## src/shared/pmt_pkg.sv

```systemverilog
// constants, types and helpers shared by the pulse modulator timer
`default_nettype none

package pmt_pkg;

   // ------------------------------------------------------------
   // register map
   // ------------------------------------------------------------
   localparam int ADDR_W = 12;
   localparam logic [7:0] CTRL_INDEX = 8'hcc;   // second_control_reg
   localparam logic [7:0] RELOAD_INDEX = 8'hcf; // pulse_reload_reg
   localparam logic [7:0] STATUS_INDEX = 8'hd0; // counter and pin state
   localparam logic [ADDR_W-1:0] CTRL_ADDR = {2'b00, CTRL_INDEX, 2'b00};
   localparam logic [ADDR_W-1:0] RELOAD_ADDR = {2'b00, RELOAD_INDEX, 2'b00};
   localparam logic [ADDR_W-1:0] STATUS_ADDR = {2'b00, STATUS_INDEX, 2'b00};

   // ------------------------------------------------------------
   // field positions and reset values
   // ------------------------------------------------------------
   localparam int RUN_BIT = 5;
   localparam int MODE_LOW_BIT = 6;
   localparam int MODE_HIGH_BIT = 7;
   localparam int STATUS_OUT_BIT = 8;
   localparam int STATUS_RUN_BIT = 9;
   localparam logic [7:0] RELOAD_RESET = 8'h00;
   localparam int CNT_W = 8;

   // ------------------------------------------------------------
   // timing
   // ------------------------------------------------------------
   localparam int OSC_HZ = 100_000_000;
   localparam int CYCLE_DIV = 10;                 // oscillator clocks per cycle clock
   localparam int DIV_W = 4;
   localparam int CYCLE_NS = CYCLE_DIV * 1_000_000_000 / OSC_HZ;

   // ------------------------------------------------------------
   // types
   // ------------------------------------------------------------
   typedef enum logic [2:0] {
      mode_normal,
      mode_square,
      mode_pwm,
      mode_mod_cycle,
      mode_mod_osc
   } mode_t;

   typedef struct packed {
      logic mode_high;
      logic mode_low;
      logic run;
   } ctrl_t;

   localparam ctrl_t CTRL_RESET = '{mode_high: 1'b0, mode_low: 1'b0, run: 1'b0};

   // mode decode from high select, low select, run
   function automatic mode_t decode_mode(input ctrl_t c);
      mode_t m;
      m = mode_normal;
      if (c.mode_high)
         m = c.mode_low ? mode_mod_osc : mode_mod_cycle;
      else if (c.mode_low)
         m = mode_pwm;
      else if (c.run)
         m = mode_square;
      return m;
   endfunction

endpackage

`default_nettype wire

```

## src/logic/cycle_tick_divider.sv

```systemverilog
// divides the oscillator clock down to the instruction cycle clock tick
`default_nettype none

module cycle_tick_divider #(
   parameter int DIV = pmt_pkg::CYCLE_DIV,
   parameter int W = pmt_pkg::DIV_W
) (
   input wire logic clk,
   input wire logic rst,
   input wire logic ce,
   input wire logic restart,
   output logic tick,
   output logic first_half
);

   // ------------------------------------------------------------
   // phase counter
   // ------------------------------------------------------------
   logic [W-1:0] count;
   logic [W-1:0] next_count;

   // wrap at the end of each cycle, restart aligns a fresh cycle
   always_comb
   begin
      if (restart || count == W'(DIV - 1))
         next_count = '0;
      else
         next_count = count + W'(1);
   end

   always_ff @(posedge clk)
   begin
      if (rst)
         count <= '0;
      else if (ce)
         count <= next_count;
   end

   // tick marks the last oscillator clock of a cycle
   assign tick = (count == W'(DIV - 1));
   assign first_half = (count < W'(DIV / 2));

endmodule

`default_nettype wire

```

## src/logic/pulse_modulator_timer.sv

```systemverilog
// modulator and pwm timer driving one output pin, wishbone register access
// What this block does
// 8-bit down counter and 8-bit reload register at index 0cf supplying start value.
// mode from high select, low select, run: normal, square, pwm, two modulators.
// modulator uses oscillator clock when low select is 1, else cycle clock.
// cycle clock is oscillator divided by ten; clocks pwm modes and slow modulator.
// setting run copies reload into counter and starts; no counter rewrite needed.
// reload value n-1 yields n pulses or counts, at most 256.
// modulator passes selected clock pulses to output pin until counter underflows.
// modulator underflow clears run, stops counter, holds pin low until restart.
// clearing run by software stops the counter at once.
// square mode toggles pin and reloads on each underflow until run cleared.
// pwm mode: wide timer underflow sets run, starts counter, drives pin high.
// pwm mode: counter underflow clears run, pin low until next timer underflow.
// software puts the wide timer in reload-with-toggle mode before pwm use.
// software configures the output pin direction before any modulator mode.
// reset clears run and both mode selects, leaving normal port mode.
// wide timer underflow is one pulse per underflow, starting one period.
//
// Implementation choice: the Wishbone slave port.
`default_nettype none

module pulse_modulator_timer #(
   parameter int CNT_W = pmt_pkg::CNT_W,
   parameter int DIV = pmt_pkg::CYCLE_DIV
) (
   input wire logic clk,
   input wire logic rst,
   input wire logic ce,
   input wire logic wb_cyc_i,
   input wire logic wb_stb_i,
   input wire logic wb_we_i,
   input wire logic [pmt_pkg::ADDR_W-1:0] wb_adr_i,
   input wire logic [31:0] wb_dat_i,
   input wire logic [3:0] wb_sel_i,
   output logic [31:0] wb_dat_o,
   output logic wb_ack_o,
   input wire logic wide_timer_underflow,
   output logic modulator_output_pin,
   output logic pin_function_active
);

   // ------------------------------------------------------------
   // state
   // ------------------------------------------------------------
   pmt_pkg::ctrl_t ctrl;
   pmt_pkg::ctrl_t next_ctrl;
   pmt_pkg::ctrl_t written_ctrl;
   logic [CNT_W-1:0] reload;
   logic [CNT_W-1:0] next_reload;
   logic [CNT_W-1:0] count;
   logic [CNT_W-1:0] next_count;
   logic out_level;
   logic next_out_level;
   logic osc_phase;
   logic next_osc_phase;
   logic ack;
   logic next_ack;
   logic [31:0] rdata;
   logic [31:0] next_rdata;
   logic restart_div;
   logic pin_active;
   logic next_pin_active;

   pmt_pkg::mode_t mode;
   pmt_pkg::mode_t written_mode;
   logic cycle_tick;
   logic cycle_first_half;
   logic req;
   logic wr_ctrl;
   logic wr_reload;
   logic at_zero;

   // ------------------------------------------------------------
   // cycle clock
   // ------------------------------------------------------------
   // the divider restarts on every start so the first pulse is whole
   cycle_tick_divider #(
      .DIV(DIV),
      .W(pmt_pkg::DIV_W)
   ) u_div (
      .clk(clk),
      .rst(rst),
      .ce(ce),
      .restart(restart_div),
      .tick(cycle_tick),
      .first_half(cycle_first_half)
   );

   // ------------------------------------------------------------
   // bus decode
   // ------------------------------------------------------------
   // one request per handshake: ack blocks a second take
   assign req = wb_cyc_i && wb_stb_i && !ack;
   assign wr_ctrl = req && wb_we_i && wb_sel_i[0] && (wb_adr_i == pmt_pkg::CTRL_ADDR);
   assign wr_reload = req && wb_we_i && wb_sel_i[0] && (wb_adr_i == pmt_pkg::RELOAD_ADDR);
   assign mode = pmt_pkg::decode_mode(ctrl);

   // value software writes into the control bits
   always_comb
   begin
      written_ctrl.run = wb_dat_i[pmt_pkg::RUN_BIT];
      written_ctrl.mode_low = wb_dat_i[pmt_pkg::MODE_LOW_BIT];
      written_ctrl.mode_high = wb_dat_i[pmt_pkg::MODE_HIGH_BIT];
      written_mode = pmt_pkg::decode_mode(written_ctrl);
   end

   assign at_zero = (count == '0);

   // ------------------------------------------------------------
   // next state: counting engine, software access, timer start
   // ------------------------------------------------------------
   always_comb
   begin
      next_ctrl = ctrl;
      next_reload = reload;
      next_count = count;
      next_out_level = out_level;
      next_osc_phase = osc_phase;
      restart_div = 1'b0;

      // counting engine on the current mode
      if (!ctrl.run)
      begin
         // stopped: pin rests low
         next_out_level = 1'b0;
         next_osc_phase = 1'b0;
      end
      else
      begin
         case (mode)
            pmt_pkg::mode_mod_cycle:
            begin
               next_out_level = cycle_first_half;
               if (cycle_tick)
               begin
                  if (at_zero)
                  begin
                     next_ctrl.run = 1'b0;
                     next_out_level = 1'b0;
                  end
                  else
                     next_count = count - CNT_W'(1);
               end
            end
            pmt_pkg::mode_mod_osc:
            begin
               // each oscillator pulse is one high and one low clock
               next_osc_phase = !osc_phase;
               next_out_level = !osc_phase;
               if (osc_phase)
               begin
                  if (at_zero)
                  begin
                     next_ctrl.run = 1'b0;
                     next_out_level = 1'b0;
                  end
                  else
                     next_count = count - CNT_W'(1);
               end
            end
            pmt_pkg::mode_square:
            begin
               if (cycle_tick)
               begin
                  if (at_zero)
                  begin
                     next_out_level = !out_level;
                     next_count = reload;
                  end
                  else
                     next_count = count - CNT_W'(1);
               end
            end
            pmt_pkg::mode_pwm:
            begin
               if (cycle_tick)
               begin
                  if (at_zero)
                  begin
                     next_ctrl.run = 1'b0;
                     next_out_level = 1'b0;
                  end
                  else
                     next_count = count - CNT_W'(1);
               end
            end
            default:
               next_out_level = 1'b0;
         endcase
      end

      // software writes: reload value and control bits
      if (wr_reload)
         next_reload = wb_dat_i[CNT_W-1:0];
      if (wr_ctrl)
      begin
         next_ctrl = written_ctrl;
         if (written_ctrl.run)
         begin
            // every set of run reloads and starts from a fresh cycle
            next_count = reload;
            next_osc_phase = 1'b0;
            next_out_level = (written_mode == pmt_pkg::mode_pwm);
            restart_div = 1'b1;
         end
         else
         begin
            next_out_level = 1'b0;
            next_osc_phase = 1'b0;
         end
      end

      // timer underflow start wins over a clear in the same cycle
      if (wide_timer_underflow && !next_ctrl.mode_high && next_ctrl.mode_low)
      begin
         next_ctrl.run = 1'b1;
         next_count = wr_reload ? wb_dat_i[CNT_W-1:0] : reload;
         next_out_level = 1'b1;
         restart_div = 1'b1;
      end

      // pin function follows the control bits as they stand after this edge
      next_pin_active = (pmt_pkg::decode_mode(next_ctrl) != pmt_pkg::mode_normal);
   end

   // ------------------------------------------------------------
   // next bus answer
   // ------------------------------------------------------------
   // ack one cycle after the take; unmapped reads return zero
   always_comb
   begin
      next_ack = req;
      next_rdata = rdata;
      if (req && !wb_we_i)
      begin
         next_rdata = '0;
         if (wb_adr_i == pmt_pkg::CTRL_ADDR)
         begin
            next_rdata[pmt_pkg::RUN_BIT] = ctrl.run;
            next_rdata[pmt_pkg::MODE_LOW_BIT] = ctrl.mode_low;
            next_rdata[pmt_pkg::MODE_HIGH_BIT] = ctrl.mode_high;
         end
         else if (wb_adr_i == pmt_pkg::RELOAD_ADDR)
            next_rdata[CNT_W-1:0] = reload;
         else if (wb_adr_i == pmt_pkg::STATUS_ADDR)
         begin
            next_rdata[CNT_W-1:0] = count;
            next_rdata[pmt_pkg::STATUS_OUT_BIT] = out_level;
            next_rdata[pmt_pkg::STATUS_RUN_BIT] = ctrl.run;
         end
      end
   end

   // ------------------------------------------------------------
   // registers
   // ------------------------------------------------------------
   // reset leaves the pin in normal port mode
   always_ff @(posedge clk)
   begin
      if (rst)
      begin
         ctrl <= pmt_pkg::CTRL_RESET;
         reload <= pmt_pkg::RELOAD_RESET;
         count <= '0;
         out_level <= 1'b0;
         osc_phase <= 1'b0;
         pin_active <= 1'b0;
      end
      else if (ce)
      begin
         ctrl <= next_ctrl;
         reload <= next_reload;
         count <= next_count;
         out_level <= next_out_level;
         osc_phase <= next_osc_phase;
         pin_active <= next_pin_active;
      end
   end

   // bus answer registers, frozen with the rest while ce is low
   always_ff @(posedge clk)
   begin
      if (rst)
      begin
         ack <= 1'b0;
         rdata <= '0;
      end
      else if (ce)
      begin
         ack <= next_ack;
         rdata <= next_rdata;
      end
   end

   // ------------------------------------------------------------
   // outputs
   // ------------------------------------------------------------
   assign wb_ack_o = ack;
   assign wb_dat_o = rdata;
   assign modulator_output_pin = out_level;
   assign pin_function_active = pin_active;

endmodule

`default_nettype wire

```

## config.mk

```make
export PLATFORM = sky130hd
export DESIGN_NAME = pulse_modulator_timer
export DESIGN_NICKNAME = d
export VERILOG_FILES = /design/src/shared/pmt_pkg.sv /design/src/logic/cycle_tick_divider.sv /design/src/logic/pulse_modulator_timer.sv
export SDC_FILE = /design/constraint.sdc
export NUM_CORES = 1
export LEC_CHECK = 0
export BUFFER_PORTS_ARGS = -buffer_cell sky130_fd_sc_hd__clkbuf_2
export CAP_MARGIN = 20
export CORE_UTILIZATION = 53
export CTS_BUF_LIST = sky130_fd_sc_hd__clkbuf_8
export CTS_CLUSTER_SIZE = 25
export DETAILED_ROUTE_END_ITERATION = 16
export PLACE_DENSITY_LB_ADDON = 0.05
export SETUP_SLACK_MARGIN = 0.02
export SYNTH_ARGS = -nofsm -noshare
export SYNTH_HDL_FRONTEND = slang
export SYNTH_HIERARCHICAL = 1
export SYNTH_SLANG_ARGS = --single-unit
```

## constraint.sdc

```tcl
create_clock -name clk -period 3.6 [get_ports clk]
set_input_delay 0 -clock clk [delete_from_list [all_inputs] [get_ports clk]]
set_output_delay 0 -clock clk [all_outputs]
set_load 0.05 [all_outputs]
```

==> impl_metrics.ini <==
[timing]
fin_tns_setup_ns = 0
skew_ns = 0.005646
hold_violations = 0
slew_headroom_pct = 54.46
finalCriticalPeriod_ns = 2.822
hold-worst-slack_ns = 0.04071
setup_viol = 0
layout_worst_path_cycle_share_pct = 78.38
worst_pin_slew_ns = 0.6659
grt_setup_unrepaired = false
max_freq_ghz = 0.3544
drv_slew = 0

[cells_and_area]
num_antenna_cells = 0
layout.nets = 455
fin_cells = 462
final_cell_mix = nor2_1, clkbuf_2, dfxtp_1, conb_1, nand2_1
final_common_cell = nor2_1
syn_to_final_growth_pct = 10.57
fillerInstances = 499
drive_gt1_share_pct = 16.58

[clock_network]
ctsResizeCount = 0
clk_path_buf_depth = 2
cts_setup_buffers = 0
htree_levels = 2
cts_buffers = 5
clock_latency_ns = 0.29
cts.reportedPaths.clkPinSlew_ns = 0.08
cts_num_sinks = 37
ctsRootBufferMaster = clkbuf_8
cts_tree = done
cts_hold_buf = 5

[floorplan]
fp.dieW_um = 75.08
initial_core_util_pct = 55.06
io_pins = 90
die_area_um2 = 5636
rows = 26
die_h_um = 75.08
core_um2 = 5140

[place]
place_congestion = 0.9164
dp.cells = 449
dp_hpwl_mm = 5.713
port_buffers = 40

[yosys]
synth_cell_types = 68
synthFlopType = dfxtp_1
synth_mux_area_share_pct = 6.145
syn_inst = 359
ys_warn_count = 6
synth_compound_area_share_pct = 23.34
synth_top_family_by_area = simple AND/OR/NAND/NOR gates
ys_ff_latch = 37
yosys.area_share.simple_pct = 27.32
ys_seq_area_share_pct = 26.17
async_flop_share_pct = 0
synth-xor-area-share_pct = 1.857
synth_edf_count = 0
yosys.area_share.adder_pct = 3.979
syn_area_um2 = 2830
syn_avg_cell_area_um2 = 7.884

[min_path]
hold_class = input port to flop

[route]
wl_per_cell_um = 16.64
wl_mm = 7.686
route.detailed.drc = 0
vias = 2759
firstDrtPassIters = 5
postRouteAntennaNets = 0
avgViaCountPerCell = 5.972
detail_route.iter0.violations = 255

[setup_path]
cp_slowest_cell = or3b_2
crit_buf_inv = 1
critPathMaxStageDelay_ns = 0.56
cp.arrival_ns = 2.98
worstSetupPathType = flop to flop
critPathTopFamily = simple AND/OR/NAND/NOR gates
cp-start-kind = flop
end_kind = flop
crit_fanout = 9
cp_cell_sequence = inv_1 > ha_1 > or3b_2 > and2_1 > nand2_1 > nor2_1 > a2111oi_0 > o211ai_1
required_ns = 3.76

[power]
p_leak_nw = 1.227
p_per_area_nw_per_um2 = 343.7
ir_drop_v = 0.0002191

[job]
maxCapViolCount = 0

[global_route]
grt_usage_pct = 29.16
antenna_found_initial = 0
grt_pass1_vias = 2371
grt_pass1_wl_mm = 12.16
grt_max_degree = 32
grt_overflow = 0

[outcome]
outcome = finished, final reports clean
## synthesized netlist by cell type, drive strengths merged, types with 5 or more instances
| master | count | share of area (%) |
|---|---|---|
| nor4 | 5 | 2.2 |
| nand2 | 20 | 2.7 |
| o21ai | 16 | 2.8 |
| and3 | 5 | 1.1 |
| a211oi | 8 | 2.1 |
| clkbuf | 16 | 2.1 |
| buf | 27 | 6.8 |
| o211ai | 8 | 2.1 |
| dfxtp | 37 | 26 |
| nand3 | 10 | 1.8 |
| nor2 | 44 | 5.8 |
| inv | 16 | 2.1 |
| ha | 9 | 4.0 |
| nor3 | 12 | 2.3 |
| and2 | 5 | 1.1 |
| nand4 | 5 | 1.1 |
| nand2b | 5 | 1.1 |
| mux2i | 14 | 5.0 |
| a21oi | 17 | 3.0 |
| a221oi | 7 | 2.2 |
## cell families (layout without fill, tap and decap cells)
group / count (synthesis) / count (layout)
adders and majority gates: 9 / 9
other: 1 / 22
AOI/OAI and AO/OA: 92 / 92
and+or+nand+nor: 138 / 138
muxes: 17 / 17
xor gates and xnor gates: 6 / 6
DFF: 37 / 37
buffers and inverters: 59 / 71
## per-layer routing
metal	up-vias	track usage, %	routed length [um]
met3	9	5.489	509
met4	0	8.386	98
met2	139	47.45	3550
li1	1343	-	-
met5	-	0	0
met1	1268	39.36	3529
## layout make-up
type,count,area [um2],area share [%]
clock buffers,6,82.58,2.639
flip-flops and latches,37,740.7,23.67
multi-input cells,284,1856,59.30
well taps,70,87.58,2.799
clock inverters,2,37.54,1.200
inverters,16,60.06,1.919
repair buffers,47,265.3,8.477
## registers in the layout, indices dropped and copies added (netlist names)
signal / count
u_div/count: 4
wb_ack_o: 1
osc_phase: 1
pin_function_active: 1
reload: 8
modulator_output_pin: 1
wb_dat_o: 10
count: 8
ctrl: 3
## path summary, 6_finish.rpt
path / endpoint / cells past startpoint / slack (ns) / start
hold reg to reg: wb_dat_o[9]$_SDFFE_PP0P_ / 2 / 0.45 / wb_dat_o[9]$_SDFFE_PP0P_
hold / removal: reload[5]$_SDFFE_PP0P_ / 3 / 0.04 / wb_dat_i[5]
setup reg to reg: count[0]$_SDFFE_PP0P_ / 8 / 0.78 / ctrl[1]$_SDFFE_PP0P_
setup / recovery: count[0]$_SDFFE_PP0P_ / 8 / 0.78 / ctrl[1]$_SDFFE_PP0P_
## power breakdown
group / leakage [nW] / internal [W] / total [W] / switching (W)
Sequential: 0.301 / 0.000425 / 0.000447 / 0.0000222
Clock: 0.0574 / 0.000225 / 0.000384 / 0.000158
Combinational: 0.869 / 0.0000752 / 0.000245 / 0.000170
## through the flow
step                      util (%)  area (um2)  setup slack (ns)  total power, W
after detailed placement     57.57        2959            0.8532       0.0006932
after floorplan                  -        2909             1.064       0.0006545
after CTS                    60.88        3129            0.8250        0.001076
final                        60.88        3129            0.7784        0.001076
after global placement       57.57        2959            0.8270       0.0006921
after global routing         60.88        3129            0.6477        0.001124
## worst min-delay path, cell delays in order
cell      delay, ns
clkbuf_2       0.14
mux2i_1        0.08
nor2_1         0.07
Power figures use the tool's default switching activity.
